File: src/inc/trig_params.svh
/*
 Constants of the sweep trigger controller: register offsets, field
 positions, widths and reset values.
 Assumes inclusion by bare name from the package and the design files.
*/
// Behaviour
// - Triggers are accepted only while no sweep is running.
// - Three sources: internal, manual, external; one source serves every channel.
// - Internal source retriggers at once after each measurement completes.
// - Manual source fires once per manual-trigger request.
// - External input qualified by high, low, rising or falling, once ready.
// - A level lasting over one sweep retriggers after every completed sweep.
// - Software selects which external input carries the trigger.
// - An accepted external trigger waits a programmable delay before sweeping.
// - Scope all: each trigger goes to every channel not held.
// - Scope channel: trigger goes to next non-held channel, advancing in order.
// - After reset the source is internal and the scope is all.
// - A continuous channel takes unlimited triggers, one sweep each.
// - A counted channel takes its programmed number of triggers, then holds.
// - A single channel takes one trigger, sweeps once, then holds.
// - A held channel ignores triggers and never sweeps.
// - Point step allowed only with manual or external source and channel scope.
// - Point step measures one point per trigger; after the sweep's last point, passes to next channel.
// - Forward measurements precede reverse ones, unless interleaved or point step.
// - Trigger output with enable, polarity, position and pulse width.
`ifndef TRIG_PARAMS_SVH
`define TRIG_PARAMS_SVH
`define NCH 4
`define CHW 2
`define NIN 4
`define INSEL_W 2
`define DW 32
`define AW 5
`define A_CTRL 5'h00
`define A_DELAY 5'h04
`define A_OUTW 5'h08
`define A_CHST 5'h0C
`define A_CHCNT 5'h10
`define A_STAT 5'h14
`define A_LEFT 5'h18
`define F_SRC 1:0
`define F_SCOPE 2
`define F_PSTEP 3
`define F_QUAL 5:4
`define F_INSEL 7:6
`define F_ALT 8
`define F_OEN 9
`define F_OPOL 10
`define F_OPOS 12:11
`define F_MAN 13
`define F_S_PTR 5:4
`define F_S_FSM 10:8
`define CHM_W 2
`define DLY_W 16
`define OW_W 8
`define CNT_W 8
`define RST_OUTW 8'h01
`define RST_TOUT 1'b1
`endif

File: src/inc/trig_pkg.sv
/*
 Types of the sweep trigger controller: modes, states and carriers.
 Assumes the constants header sits beside it.
*/
`default_nettype none
`include "trig_params.svh"
package trig_pkg;
    typedef enum logic [1:0] {SRC_INT, SRC_MAN, SRC_EXT} src_t;
    typedef enum logic {SCOPE_ALL, SCOPE_CHAN} scope_t;
    typedef enum logic [1:0] {QUAL_HIGH, QUAL_LOW, QUAL_RISE, QUAL_FALL} qual_t;
    typedef enum logic [1:0] {CH_CONT, CH_COUNTED, CH_SINGLE, CH_HOLD} chmode_t;
    typedef enum logic [1:0] {OPOS_START, OPOS_END, OPOS_POINT} opos_t;
    typedef enum logic [2:0] {ST_IDLE, ST_DELAY, ST_FWD, ST_REV, ST_STEP} fsm_t;
    typedef struct packed {
        src_t src;
        scope_t scope;
        logic pstep;
        qual_t qual;
        logic [`INSEL_W-1:0] insel;
        logic alt;
        logic oen;
        logic opol;
        opos_t opos;
    } cfg_t;
    typedef struct packed {
        logic start;
        logic step;
        logic reverse;
        logic interleave;
        logic [`NCH-1:0] mask;
    } sweep_cmd_t;
    typedef struct packed {
        logic point_done;
        logic sweep_done;
    } sweep_stat_t;
    typedef struct packed {
        logic [`AW-1:0] addr;
        logic [`DW-1:0] wdata;
        logic wr;
        logic rd;
    } reg_req_t;
    typedef struct packed {
        logic [`NIN-1:0] meta;
        logic [`NIN-1:0] sync;
        logic prev;
        logic hit;
    } qual_state_t;
    typedef struct packed {
        cfg_t cfg;
        logic [`DLY_W-1:0] dly;
        logic [`OW_W-1:0] ow;
        chmode_t [`NCH-1:0] chm;
        logic [`NCH-1:0][`CNT_W-1:0] cnt_prog;
        logic [`NCH-1:0][`CNT_W-1:0] cnt_left;
        fsm_t fsm;
        logic [`CHW-1:0] ptr;
        logic [`DLY_W-1:0] dcnt;
        logic [`OW_W-1:0] ocnt;
        sweep_cmd_t cmd;
        logic tout;
        logic [`DW-1:0] rdata;
    } ctl_state_t;
endpackage
`default_nettype wire

File: src/logic/ext_trig_qual.sv
/*
 External trigger qualifier: synchronises the trigger pins, picks one and
 flags a level match while it lasts or an edge match for one cycle.
 Assumes asynchronous pins and select and mode from the same clock.
*/
`timescale 1ns/1ps
`default_nettype none
`include "trig_params.svh"
module ext_trig_qual (
    input wire logic clk_i,
    input wire logic arst_n_i,
    input wire logic [`NIN-1:0] pin_i,
    input wire logic [`INSEL_W-1:0] sel_i,
    input wire trig_pkg::qual_t qual_i,
    output logic hit_o
);
    trig_pkg::qual_state_t s;
    trig_pkg::qual_state_t next_s;

    // A change of selected input may look like one edge; software should
    // select the input before arming edge mode.
    always_comb begin
        next_s = s;
        next_s.meta = pin_i;
        next_s.sync = s.meta;
        next_s.prev = s.sync[sel_i];
        unique case (qual_i)
            trig_pkg::QUAL_HIGH: next_s.hit = s.sync[sel_i];
            trig_pkg::QUAL_LOW: next_s.hit = !s.sync[sel_i];
            trig_pkg::QUAL_RISE: next_s.hit = s.sync[sel_i] && !s.prev;
            trig_pkg::QUAL_FALL: next_s.hit = !s.sync[sel_i] && s.prev;
        endcase
    end

    always_ff @(posedge clk_i or negedge arst_n_i) begin
        if (!arst_n_i) begin
            s <= '0;
        end else begin
            s <= next_s;
        end
    end

    assign hit_o = s.hit;
endmodule
`default_nettype wire

File: src/logic/sweep_trigger_controller.sv
/*
 Sweep trigger controller: source choice, channel scope, per-channel
 trigger state, point stepping, external delay and trigger output.
 Assumes one 50 MHz clock, a sweep engine on that clock which pulses
 point and sweep completion, and software on a plain strobe port.
*/
`timescale 1ns/1ps
`default_nettype none
`include "trig_params.svh"
module sweep_trigger_controller (
    input wire logic clk_i,
    input wire logic arst_n_i,
    input wire trig_pkg::reg_req_t req_i,
    output logic [`DW-1:0] rdata_o,
    input wire logic [`NIN-1:0] ext_trig_i,
    input wire trig_pkg::sweep_stat_t eng_i,
    output trig_pkg::sweep_cmd_t cmd_o,
    output logic trig_out_o
);
    trig_pkg::ctl_state_t s;
    trig_pkg::ctl_state_t next_s;
    logic ext_hit;
    logic [`NCH-1:0] held;
    logic [`CHW-1:0] tgt;
    logic man_wr;
    logic fire;
    logic accept;
    logic go;
    logic complete;
    logic ev;
    logic [`DW-1:0] w;

    function automatic logic [`NCH-1:0] held_of(input trig_pkg::chmode_t [`NCH-1:0] m);
        logic [`NCH-1:0] h;
        h = '0;
        for (int i = 0; i < `NCH; i++) begin
            h[i] = (m[i] == trig_pkg::CH_HOLD);
        end
        return h;
    endfunction

    // First channel at or after p that is not held, in ascending order
    function automatic logic [`CHW-1:0] next_ch(input logic [`CHW-1:0] p,
                                                input logic [`NCH-1:0] h);
        logic [`CHW-1:0] r;
        logic found;
        r = p;
        found = 1'b0;
        for (int k = 0; k < `NCH; k++) begin
            logic [`CHW-1:0] c;
            c = p + `CHW'(k);
            if (!found && !h[c]) begin
                r = c;
                found = 1'b1;
            end
        end
        return r;
    endfunction

    ext_trig_qual u_qual (
        .clk_i(clk_i),
        .arst_n_i(arst_n_i),
        .pin_i(ext_trig_i),
        .sel_i(s.cfg.insel),
        .qual_i(s.cfg.qual),
        .hit_o(ext_hit)
    );

    always_comb begin
        next_s = s;
        w = '0;
        go = 1'b0;
        complete = 1'b0;
        ev = 1'b0;
        next_s.cmd.start = 1'b0;
        next_s.cmd.step = 1'b0;
        held = held_of(s.chm);
        tgt = next_ch(s.ptr, held);
        man_wr = req_i.wr && (req_i.addr == `A_CTRL) && req_i.wdata[`F_MAN];
        // One global source for all channels; the unused code acts as internal
        unique case (s.cfg.src)
            trig_pkg::SRC_INT: fire = 1'b1;
            trig_pkg::SRC_MAN: fire = man_wr;
            trig_pkg::SRC_EXT: fire = ext_hit;
            default: fire = 1'b1;
        endcase
        // Requests that arrive while busy are dropped, not queued
        accept = (s.fsm == trig_pkg::ST_IDLE) && fire && !(&held);

        unique case (s.fsm)
            trig_pkg::ST_IDLE: begin
                if (accept) begin
                    if (s.cfg.scope == trig_pkg::SCOPE_ALL) begin
                        next_s.cmd.mask = ~held;
                    end else begin
                        next_s.cmd.mask = '0;
                        next_s.cmd.mask[tgt] = 1'b1;
                    end
                    next_s.ptr = tgt;
                    if (s.cfg.src == trig_pkg::SRC_EXT) begin
                        next_s.fsm = trig_pkg::ST_DELAY;
                        next_s.dcnt = s.dly;
                    end else begin
                        go = 1'b1;
                    end
                end
            end
            trig_pkg::ST_DELAY: begin
                if (s.dcnt == '0) begin
                    go = 1'b1;
                end else begin
                    next_s.dcnt = s.dcnt - 1'b1;
                end
            end
            trig_pkg::ST_FWD: begin
                if (eng_i.sweep_done) begin
                    if (s.cmd.interleave) begin
                        complete = 1'b1;
                    end else begin
                        next_s.fsm = trig_pkg::ST_REV;
                        next_s.cmd.start = 1'b1;
                        next_s.cmd.reverse = 1'b1;
                    end
                end
            end
            trig_pkg::ST_REV: begin
                if (eng_i.sweep_done) begin
                    complete = 1'b1;
                end
            end
            trig_pkg::ST_STEP: begin
                if (eng_i.point_done) begin
                    if (eng_i.sweep_done) begin
                        complete = 1'b1;
                    end else begin
                        next_s.fsm = trig_pkg::ST_IDLE;
                    end
                end
            end
            default: next_s.fsm = trig_pkg::ST_IDLE;
        endcase

        if (go) begin
            if (s.cfg.pstep) begin
                next_s.fsm = trig_pkg::ST_STEP;
                next_s.cmd.step = 1'b1;
            end else begin
                next_s.fsm = trig_pkg::ST_FWD;
                next_s.cmd.start = 1'b1;
                next_s.cmd.reverse = 1'b0;
                next_s.cmd.interleave = s.cfg.alt;
            end
        end

        if (complete) begin
            next_s.fsm = trig_pkg::ST_IDLE;
            if (s.cfg.scope == trig_pkg::SCOPE_CHAN) begin
                next_s.ptr = s.ptr + 1'b1;
            end
            // Continuous channels keep their state unchanged
            for (int i = 0; i < `NCH; i++) begin
                if (s.cmd.mask[i] && s.chm[i] == trig_pkg::CH_COUNTED) begin
                    if (s.cnt_left[i] <= `CNT_W'(1)) begin
                        next_s.chm[i] = trig_pkg::CH_HOLD;
                        next_s.cnt_left[i] = '0;
                    end else begin
                        next_s.cnt_left[i] = s.cnt_left[i] - 1'b1;
                    end
                end
                if (s.cmd.mask[i] && s.chm[i] == trig_pkg::CH_SINGLE) begin
                    next_s.chm[i] = trig_pkg::CH_HOLD;
                end
            end
        end

        // Trigger output: one pulse of ow cycles per chosen event
        ev = ((s.cfg.opos == trig_pkg::OPOS_START) && (next_s.cmd.start || next_s.cmd.step))
            || ((s.cfg.opos == trig_pkg::OPOS_END) && complete)
            || ((s.cfg.opos == trig_pkg::OPOS_POINT) && eng_i.point_done
                && s.fsm != trig_pkg::ST_IDLE && s.fsm != trig_pkg::ST_DELAY);
        if (ev) begin
            next_s.ocnt = s.ow;
        end else if (s.ocnt != '0) begin
            next_s.ocnt = s.ocnt - 1'b1;
        end
        next_s.tout = (s.cfg.oen && next_s.ocnt != '0) ? s.cfg.opol : !s.cfg.opol;

        // Software writes win over the hardware move to hold in the same cycle
        if (req_i.wr) begin
            unique case (req_i.addr)
                `A_CTRL: begin
                    next_s.cfg.src = trig_pkg::src_t'(req_i.wdata[`F_SRC]);
                    next_s.cfg.scope = trig_pkg::scope_t'(req_i.wdata[`F_SCOPE]);
                    next_s.cfg.qual = trig_pkg::qual_t'(req_i.wdata[`F_QUAL]);
                    next_s.cfg.insel = req_i.wdata[`F_INSEL];
                    next_s.cfg.alt = req_i.wdata[`F_ALT];
                    next_s.cfg.oen = req_i.wdata[`F_OEN];
                    next_s.cfg.opol = req_i.wdata[`F_OPOL];
                    next_s.cfg.opos = trig_pkg::opos_t'(req_i.wdata[`F_OPOS]);
                    next_s.cfg.pstep = req_i.wdata[`F_PSTEP]
                        && (next_s.cfg.src == trig_pkg::SRC_MAN || next_s.cfg.src == trig_pkg::SRC_EXT)
                        && next_s.cfg.scope == trig_pkg::SCOPE_CHAN;
                end
                `A_DELAY: next_s.dly = req_i.wdata[`DLY_W-1:0];
                `A_OUTW: next_s.ow = req_i.wdata[`OW_W-1:0];
                `A_CHST: begin
                    for (int i = 0; i < `NCH; i++) begin
                        next_s.chm[i] = trig_pkg::chmode_t'(req_i.wdata[`CHM_W*i +: `CHM_W]);
                        next_s.cnt_left[i] = s.cnt_prog[i];
                        if (next_s.chm[i] == trig_pkg::CH_COUNTED && s.cnt_prog[i] == '0) begin
                            next_s.chm[i] = trig_pkg::CH_HOLD;
                        end
                    end
                end
                `A_CHCNT: next_s.cnt_prog = req_i.wdata;
                default: ;
            endcase
        end

        if (req_i.rd) begin
            unique case (req_i.addr)
                `A_CTRL: begin
                    w[`F_SRC] = s.cfg.src;
                    w[`F_SCOPE] = s.cfg.scope;
                    w[`F_PSTEP] = s.cfg.pstep;
                    w[`F_QUAL] = s.cfg.qual;
                    w[`F_INSEL] = s.cfg.insel;
                    w[`F_ALT] = s.cfg.alt;
                    w[`F_OEN] = s.cfg.oen;
                    w[`F_OPOL] = s.cfg.opol;
                    w[`F_OPOS] = s.cfg.opos;
                end
                `A_DELAY: w[`DLY_W-1:0] = s.dly;
                `A_OUTW: w[`OW_W-1:0] = s.ow;
                `A_CHST: w[`CHM_W*`NCH-1:0] = s.chm;
                `A_CHCNT: w = s.cnt_prog;
                `A_STAT: begin
                    w[`NCH-1:0] = held;
                    w[`F_S_PTR] = s.ptr;
                    w[`F_S_FSM] = s.fsm;
                end
                `A_LEFT: w = s.cnt_left;
                default: w = '0;
            endcase
        end
        next_s.rdata = w;
    end

    always_ff @(posedge clk_i or negedge arst_n_i) begin
        if (!arst_n_i) begin
            s <= '0;
            s.cfg.src <= trig_pkg::SRC_INT;
            s.cfg.scope <= trig_pkg::SCOPE_ALL;
            s.ow <= `RST_OUTW;
            s.tout <= `RST_TOUT;
        end else begin
            s <= next_s;
        end
    end

    assign rdata_o = s.rdata;
    assign cmd_o = s.cmd;
    assign trig_out_o = s.tout;
endmodule
`default_nettype wire

File: config.mk
export PLATFORM = sky130hd
export DESIGN_NAME = sweep_trigger_controller
export DESIGN_NICKNAME = d
export VERILOG_FILES = /design/src/inc/trig_pkg.sv /design/src/logic/ext_trig_qual.sv /design/src/logic/sweep_trigger_controller.sv
export VERILOG_INCLUDE_DIRS = /design/src /design/src/inc
export SDC_FILE = /design/constraint.sdc
export NUM_CORES = 1
export LEC_CHECK = 0
export ABC_AREA = 1
export BUFFER_PORTS_ARGS = -buffer_cell sky130_fd_sc_hd__clkbuf_2
export CAP_MARGIN = 15
export CORE_ASPECT_RATIO = 0.8
export CORE_MARGIN = 5
export CORE_UTILIZATION = 25
export CTS_CLUSTER_DIAMETER = 40
export DETAILED_ROUTE_END_ITERATION = 10
export MAX_ROUTING_LAYER = met4
export SLEW_MARGIN = 30
export SYNTH_ARGS = -nofsm -noshare
export SYNTH_HDL_FRONTEND = slang
export SYNTH_SLANG_ARGS = --single-unit
File: constraint.sdc
create_clock -name clk_i -period 5.1 [get_ports clk_i]
set_clock_uncertainty 0.1 [all_clocks]
set_input_delay 1.02 -clock clk_i [delete_from_list [all_inputs] [get_ports clk_i]]
set_output_delay 1.02 -clock clk_i [all_outputs]
set_load 0.05 [all_outputs]
==> run metrics, run 1 <==
status=finished clean; Setup WS pre-CTS=roughly 1500 ps; clock tree buffer depth=2; fin worst setup slack=1935 ps; Tmin final=roughly 3200 ps; H-tree Lvls=4; Worst Setup End Kind=flip-flop; Setup crit start=req_i[35]; Slew @ Worst Pin=902.6 ps; post-synth cell types=53; WP data arrival=approximately 3400 ps; share of cells above drive strength 1=13.82%; top cell type by total area after synthesis=dfrtp_1; CTS tree=done; syn_nets=about 1300; Reg power frac=approximately 40%; worst reg2reg path endpoint=s[65]$_DFF_PN0_; Post-Synthesis Cells=1242; post_cts resized=0; clock sink count=roughly 190; GRT Util Overall=between 10 and 15%; NetSw=2.504 mW; total CTS buffers=17; # DRC=0; Routed WL=just over 30000 µm; Period Utilization, post-route=between 60% and 70%; Yosys warnings=0; async set or reset register ratio after synthesis=between 90% and 100%; Die ar.=approximately 44000 µm²; worst hold slack=249.8 ps; final hold violations=0; # IOs=88; Die W=around 230 µm; final setup fails=0; Core Box Area=between 30000 and 40000 µm²; vias per cell=4.684; sequential-to-total area share from yosys stat=47.46%; Max-Cap Viols=0; placed wire-length estimate=between 20000 and 25000 µm; clock power share=between 20% and 30%; vias in the first global route=around 8200; clock slew at reported path FFs=70 ps; Max Slew Vio Count=0; fin nets=1343; share of the synthesized area in the top cell type=a little under half; Hold EP=u_qual.s[4]$_DFF_PN0_; PortBufs=87; 1st-iter DRT viols=629; post-route cell area=approximately 11000 µm²; HP Class=reg -> reg; area of the mapped netlist=approximately 10000 µm²; vias post-DR=about 8600; most used flip-flop cell after synthesis=dfrtp_1; Layout area overhead=13.33%; Initial Util=25.28%; DRT antenna net count=0; Seq cells post-synth=189; worst skew pair latency=roughly 440 ps; WHS Path Cells=0; Die Ht=188.6 µm; hold wc startpoint=u_qual.next_s[4]$_DFF_PN0_; worst flop-to-flop path startpoint=s[177]$_DFFE_PN0N_; top post-synthesis cells by count=nand2_1, dfrtp_1, inv_1; number of synthesized flops with an enable pin=0; grt ovf=0; Rows=65; Req. time, crit path=5360 ps; Pwr per Cell Area=a little over 500 nW/µm²; unrepaired setup endpoints after global routing=no; P_leak=5.354 nW; R2R setup slack=between 2000 and 2500 ps; worst rel slew slack=39.68%; switching share of power=between 40% and 50%; top cells by area, synth=dfrtp_1, nand2_1, inv_1; first-pass GRT wire length=approximately 47000 µm; number of fillers in the final layout=4269; number of hold buffers added after CTS=0; routed length per placed instance=approximately 16 µm; power share of the combinational group=between 30% and 40%; Area after DPL=10710 µm²; diodes inserted=0; Setup Crit Path Kind=in -> reg; worst r2r path cells=8; initial antenna violation count=0; highest ir drop seen on vdd=~0.25 mV; synthesized area per cell=around 8 µm²; Reg area=4732 µm²; largest net degree at the start of global routing=about 110; Setup crit start kind=primary input; Post CTS Setup Buffer Count=0; GP Congestion=~0.92; cell with the most instances after synthesis=nand2_1; fmax=about 0.32 GHz; Pint=between 3 and 4 mW; area occupied by multi-input gates=slightly above 4000 µm²; Initial DRT Pass Iterations=5; CTS Root Cell=clkbuf_16; crit path max fanout=26; Setup TNS=0 ps
==> registers in the layout, summed over array words and instances (netlist names) <==
signal	count
u_qual.s	5
u_qual.next_s	4
cmd_o	8
rdata_o	32
trig_out_o	1
s	138
u_qual.hit_o	1
==> per-stage QoR <==
| step | util, % | instances | power, mW |
|---|---|---|---|
| floorplan | - | 1242 | 3.853 |
| global placement | 27.13 | 1798 | 4.387 |
| detailed placement | 27.15 | 1798 | 4.434 |
| CTS | 28.57 | 1830 | 5.749 |
| global route | 28.65 | 1831 | 6.173 |
| finish | 28.65 | 1831 | 5.732 |
==> critical path, stage by stage <==
cell	delay [ps]
clkbuf_2	120
nor2_2	150
nand2_1	100
nor2_4	300
nand3_1	110
nand2_1	100
nand2_1	340
o21bai_2	320
nand3_2	210
inv_2	400
nand2_1	100
o22ai_1	140
==> power groups by stage <==
stage | Clock, mW | Combinational, mW | Sequential [mW]
finish | 1.30 | 2.21 | 2.23
global route | 1.39 | 2.51 | 2.28
CTS | 1.33 | 2.20 | 2.22
detailed placement | 0 | 2.18 | 2.25
global placement | 0 | 2.14 | 2.24
floorplan | 0 | 1.72 | 2.14
==> layout make-up <==
cell class                 count  area share, %
timing repair buffer          95          4.761
tap                          536          5.935
clock inverter                12         0.9191
inverter                     192          6.378
sequential                   189          41.88
clock buffer                  20          4.042
multi-input combinational    787          36.09
==> worst max-delay path by stage <==
stage | cells after the start | to
2_1_floorplan | 17 | trig_out_o$_DFF_PN1_
3_3_place_gp | 12 | s[63]$_DFFE_PN0P_
3_5_place_dp | 12 | s[55]$_DFFE_PN0P_
4_1_cts | 12 | s[63]$_DFFE_PN0P_
5_1_grt | 12 | s[52]$_DFFE_PN0P_
6_report | 12 | s[63]$_DFFE_PN0P_
==> metal layers <==
layer  part of all wire, %  routed length (µm)  track usage, %  vias up
li1                      -                   -               -     4143
met4                   1.7                 516           3.339        0
met2                    43               13100           20.64      268
met3                   6.2                1859           2.908       29
met5                     0                   0               -        -
met1                    49               14710           20.03     4137
==> cell families after synthesis <==
group                    share of synthesized area (%)
AO/OA/AOI/OAI                                    17.18
XOR/XNOR                                         1.657
adder cells (fa/ha/maj)                          1.757
buffers and inverters                            11.77
flip-flops                                       47.46
multiplexers                                    0.4517
AND/OR/NAND/NOR                                  19.73
==> layout by cell type (no fill, tap or decap), drive strengths merged, types with 4 or more instances in the layout <==
cell type,synthesis,final
o221ai,4,4
dfrtp,187,187
nor4,6,6
o22ai,27,27
a21oi,90,90
o21ai,128,128
a32oi,4,4
nor3,28,28
a32o,4,4
a221oi,11,11
nand2,254,254
clkbuf,22,106
xor2,16,16
nand4,14,14
inv,190,196
mux2,4,4
a31oi,9,9
a211oi,6,6
buf,52,9
nor2,102,102
o211ai,4,4
clkinv,2,6
ha,14,14
nand3,46,46
Note: power is estimated with default switching activity, not from simulation.
==> run 2: changes to the inputs <==
Settings changed: ABC_AREA 1 to 0.
Clock period 5.1 ns to 2.88 ns, I/O delays scaled along.
==> run metrics, run 2 <==
status=finished with violations; violated checks=hold timing; Yosys warnings=0; sequential-to-total area share from yosys stat=47.54%; number of fillers in the final layout=between 4000 and 5000; grt ovf=0; largest family of logic cells by synthesized area=compound AO/OA/AOI/OAI gates; Pwr per Cell Area=about 900 nW/µm²; DR WL met3=~1900 µm; top cell type by total area after synthesis=dfrtp_1; clock slew at reported path FFs=70 ps; max reg flops=about 140; worst setup path endpoint=s[48]$_DFF_PN0_; H-tree Lvls=4; # IOs=slightly below 90; Post-Synth Simple-Gate Area=between 15 and 20%; fmax=roughly 0.36 GHz; register with the most flip-flops=s; Setup Crit Path Kind=reg -> reg; number of synthesized flops with an enable pin=0; area of the mapped netlist=approximately 10000 µm²; crit-path leading delay family=simple AND/OR/NAND/NOR gates; Tmin final=between 2000 and 3000 ps; final hold violations=2; # DRC=0; worst reg2reg path endpoint=s[48]$_DFF_PN0_; most used flip-flop cell after synthesis=dfrtp_1; largest net degree at the start of global routing=54; CTS Root Cell=clkbuf_16; Layout area overhead=15.70%; Synth Area in Adders=under 10%; DRT antenna net count=0; clock tree buffer depth=2; CTS tree=done; Die ar.=roughly 44000 µm²; first-pass GRT wire length=roughly 47000 µm; PortBufs=87; Post-Synthesis Cells=989; post-synth cell types=70; Die Ht=roughly 190 µm; GP Congestion=0.9390; max incr delay on CP=roughly 480 ps; Seq cells post-synth=between 150 and 200; crit path max fanout=6; GRT Util Overall=approximately 14%; WP data arrival=around 3000 ps; initial antenna violation count=4; post-synthesis compound-gate area fraction=~16%; worst hold slack=-8.404 ps; top cells by area, synth=dfrtp_1, mux2_2, o21ai_0; syn_nets=1050; share of cells above drive strength 1=between 20% and 30%; slowest cell on the critical path=or4b_4; Initial Util=25.29%; Period Utilization, post-route=~96%; Top Metal Used=met4; Slew @ Worst Pin=745.2 ps; fin nets=1111; async set or reset register ratio after synthesis=between 90% and 100%; routed length per placed instance=between 15 and 20 µm; highest ir drop seen on vdd=around 0.44 mV; final setup fails=0; Post-Synth XOR/XNOR Area=under 10%; commonest non-fill, non-tap cells in the layout=dfrtp_1, clkbuf_2, mux2_2; vias post-DR=approximately 8000; worst rel slew slack=around 50%; placed wire-length estimate=about 22000 µm; cell with the most instances after synthesis=dfrtp_1; Rows=65; Max Slew Vio Count=0; Initial DRT Pass Iterations=8; clock sink count=189; WP buf/inv=1; worst skew pair latency=roughly 440 ps; vias per cell=5.001; share of the synthesized area in the top cell type=47.01%; worst r2r path cells=7; vias in the first global route=a little under 8000; 1st-iter DRT viols=724; top post-synthesis cells by count=dfrtp_1, mux2_2, nor2_1; Worst Setup End Kind=flip-flop; Setup crit start kind=flip-flop; total CTS buffers=17; Req. time, crit path=3110 ps; Max-Cap Viols=0; P_leak=a little under 5 nW; worst path cell trace=inv_1, ha_1, or4b_4, or4_4, o32ai_4, o221a_4, mux2_2; Core Box Area=between 30000 and 40000 µm²; WP depth=7; commonest non-fill, non-tap cell in the layout=dfrtp_1; metal2 WL=between 10000 and 15000 µm; Tot Pwr=about 10 mW; Routed WL=approximately 30000 µm; worst flop-to-flop path startpoint=s[49]$_DFFE_PN0P_; R2R setup slack=120 ps; Setup crit start=s[49]$_DFFE_PN0P_; Die W=approximately 230 µm; DRT met1 WL=between 10000 and 15000 µm; HP Class=in -> async; synthesized area per cell=about 10 µm²; mux share of post-synthesis cell area=about 11%
## run 2: per-layer routing
layer	GRT usage (%)	vias up
met2	20.15	234
met5	-	-
met4	4.951	0
met3	3.616	44
li1	-	3699
met1	19.05	4035
## run 2: cell families after synthesis
| kind of cell | Yosys count |
|---|---|
| compound gates | 250 |
| xor+xnor | 13 |
| fa+ha+maj | 14 |
| buf+inv | 119 |
| flops | 189 |
| mux | 94 |
| simple gates | 310 |
## run 2: report_power, final
| group | switching [mW] | total, mW | internal [mW] |
|---|---|---|---|
| sequential | 0.912 | 4.28 | 3.36 |
| clock | 1.09 | 2.25 | 1.16 |
| combinational | 2.24 | 3.88 | 1.65 |
## run 2: cell type report
class                   count  area [µm²]  area share [%]
multi-input cells         681        4632           40.22
inverters                  28       105.1          0.9127
diodes                      3       7.507         0.06519
clock inverters            12       85.08          0.7388
flip-flops and latches    189        4732           41.09
clock buffers              20       456.7           3.966
well taps                 536       670.6           5.824
repair buffers            133       827.0           7.182
## run 2: worst reg2reg max path: stages (launching register included)
cell and delay, ps:
dfrtp_1 390, inv_1 100, ha_1 190, or4b_4 480, or4_4 450, o32ai_4 310, o221a_4 290, mux2_2 340
## run 2: per-stage QoR
| step | area (µm²) | TNS, ps | instances | utilization [%] | setup slack [ps] |
|---|---|---|---|---|---|
| 2_1_floorplan | 9953 | 0 | 989 | - | 146.2 |
| 3_3_place_gp | 10940 | 0 | 1565 | 27.79 | 62.90 |
| 3_5_place_dp | 10940 | 0 | 1565 | 27.79 | 2.223 |
| 4_1_cts | 11480 | 0 | 1597 | 29.17 | 20.55 |
| 5_1_grt | 11520 | -11.69 | 1602 | 29.26 | -11.69 |
| 6_report | 11520 | 0 | 1602 | 29.26 | 118.7 |
## run 2: worst min path at each step
| stage | depth (start not counted) | to | from | slack, ps |
|---|---|---|---|---|
| finish | 1 | cmd_o[7]$_DFF_PN0_ | arst_n_i | -8 |
| global route | 1 | cmd_o[7]$_DFF_PN0_ | arst_n_i | 20 |
| CTS | 1 | s[68]$_DFFE_PN0P_ | arst_n_i | 6 |
| detailed placement | 0 | u_qual.s[4]$_DFF_PN0_ | u_qual.next_s[4]$_DFF_PN0_ | 240 |
| global placement | 0 | u_qual.s[4]$_DFF_PN0_ | u_qual.next_s[4]$_DFF_PN0_ | 230 |
| floorplan | 0 | cmd_o[0]$_DFFE_PN0P_ | arst_n_i | 180 |
## run 2: what timing repair did
item	4_1_cts	5_1_grt
buffers inserted	0	2
setup endpoints to repair	0	8
resized for setup	0	2
hold buffers	0	0
==> run 3: changes to the inputs <==
Settings changed: GPL_TIMING_DRIVEN set to 0.
==> run metrics, run 3 (same netlist as run 2, synthesis figures left out) <==
crit-path leading delay family=simple AND/OR/NAND/NOR gates; worst reg2reg path endpoint=trig_out_o$_DFF_PN1_; vias in the first global route=between 8000 and 9000; Tot Pwr=around 11 mW; hold wc startpoint=ext_trig_i[0]; Req. time, crit path=about 3200 ps; Initial Util=around 25%; R2R setup slack=80 ps; CTS tree=done; status=finished clean; Slew @ Worst Pin=848.5 ps; slowest cell on the critical path=or4b_4; largest net degree at the start of global routing=79; Max-Cap Viols=0; clock tree buffer depth=2; worst rel slew slack=43.00%; Layout area overhead=18.72%; share of cells above drive strength 1=25.45%; Die Ht=around 190 µm; worst r2r path cells=10; clock sink count=189; P_leak=slightly above 5 nW; worst path cell trace=inv_2, ha_4, or4b_4, or4_4, o32ai_4, o221a_2, buf_6, or4_4, nand3_2, xor2_1; WP buf/inv=2; register with the most flip-flops=s; Finished Layout Cells=between 1500 and 2000; WHS Path Cells=1; final hold violations=0; fin nets=about 1200; highest ir drop seen on vdd=approximately 0.48 mV; Pwr per Cell Area=between 900 and 1000 nW/µm²; final setup fails=0; GRT Util Overall=approximately 14%; fmax=0.3573 GHz; PortBufs=between 80 and 90; Core Box Area=slightly below 40000 µm²; fin worst setup slack=between 80 and 90 ps; routed length per placed instance=18.75 µm; H-tree Lvls=4; Hold EP=u_qual.next_s[2]$_DFF_PN0_; Rows=65; fin util=a little under a third; Initial DRT Pass Iterations=5; Routed WL=30960 µm; vias per cell=4.979; HP Class=in -> reg; initial antenna violation count=3; 1st-iter DRT viols=859; DRT antenna net count=0; crit path max fanout=8; Setup crit start kind=flip-flop; Setup WS pre-CTS=-821.4 ps; placed wire-length estimate=around 23000 µm; Period Utilization, post-route=between 90 and 100%; placed insts=1614; worst skew pair latency=around 440 ps; Worst Setup End Kind=flip-flop; Setup Crit Path Kind=reg -> reg; commonest non-fill, non-tap cell in the layout=dfrtp_1; CTS Root Cell=clkbuf_16; max reg flops=around 140; Most Frequent Cell on Critical Path=or4_4; # IOs=around 90; # DRC=0; clock slew at reported path FFs=~80 ps; grt ovf=0; GP Congestion=about 0.91; commonest non-fill, non-tap cells in the layout=dfrtp_1, clkbuf_2, nor2_1, mux2_2, o21ai_0; Die W=between 200 and 250 µm; Tmin final=2799 ps; Die ar.=about 44000 µm²; Max Slew Vio Count=0; worst flop-to-flop path startpoint=s[49]$_DFFE_PN0P_; max incr delay on CP=~470 ps; WP data arrival=3070 ps; first-pass GRT wire length=~48000 µm; vias post-DR=just over 8000; total CTS buffers=17
## run 3: changes by cell type in the layout (fill, tap and decap cells not counted), sizes merged
cell and delta:
clkbuf +36, buf +9, inv +2, bufinv +1, clkinv -1, clkinvlp +1
dlygate4sd3 +1
## run 3: worst max-delay path by stage
stage	to	from	slack, ps	cells past startpoint
floorplan	s[48]$_DFF_PN0_	s[49]$_DFFE_PN0P_	150	8
global placement	rdata_o[26]$_DFF_PN0_	arst_n_i	-2680	1
detailed placement	s[95]$_DFF_PN0_	req_i[38]	-820	11
CTS	trig_out_o$_DFF_PN1_	s[49]$_DFFE_PN0P_	20	10
global route	trig_out_o$_DFF_PN1_	s[49]$_DFFE_PN0P_	-20	10
finish	trig_out_o$_DFF_PN1_	s[49]$_DFFE_PN0P_	80	10
## run 3: what timing repair did
action / in CTS / in global routing
resized for setup: 7 / 21
hold endpoints to repair: 2 / 0
pin swaps: 1 / 3
hold buffers: 1 / 0
setup buffers: 1 / 2
setup endpoints to repair: 46 / 63
## run 3: through the flow
| stage | area, µm² | hold WS [ps] | setup TNS, ps |
|---|---|---|---|
| after floorplan | 9953 | 180.4 | 0 |
| after global placement | 11060 | 232.8 | -532150 |
| after detailed placement | 11120 | 238.5 | -35620 |
| after CTS | 11750 | 115.6 | 0 |
| after global routing | 11820 | 117.9 | -24.86 |
| final | 11820 | 137.4 | 0 |
## run 3: power breakdown
part / switching [mW] / internal, mW
clock network: 1.18 / 1.24
logic: 2.32 / 1.65
registers: 0.930 / 3.36
## run 3: area by class of cell
| type | instances | area (µm²) |
|---|---|---|
| fill | 4113 | 27550 |
| sequential | 189 | 4732 |
| multi-input combinational | 681 | 4647 |
| tap | 536 | 670.6 |
| timing repair buffer | 93 | 531.8 |
| buffer | 89 | 523.0 |
| clock buffer | 17 | 425.4 |
| clock inverter | 15 | 173.9 |
| inverter | 28 | 105.1 |
| antenna | 3 | 7.507 |
## run 3: per-layer routing
layer	track usage, %	vias to the layer above	wire, µm
met3	3.344	28	2138
met2	21.61	306	14160
met1	19.75	4097	14250
met5	-	-	0
li1	-	3790	-
met4	3.384	0	408
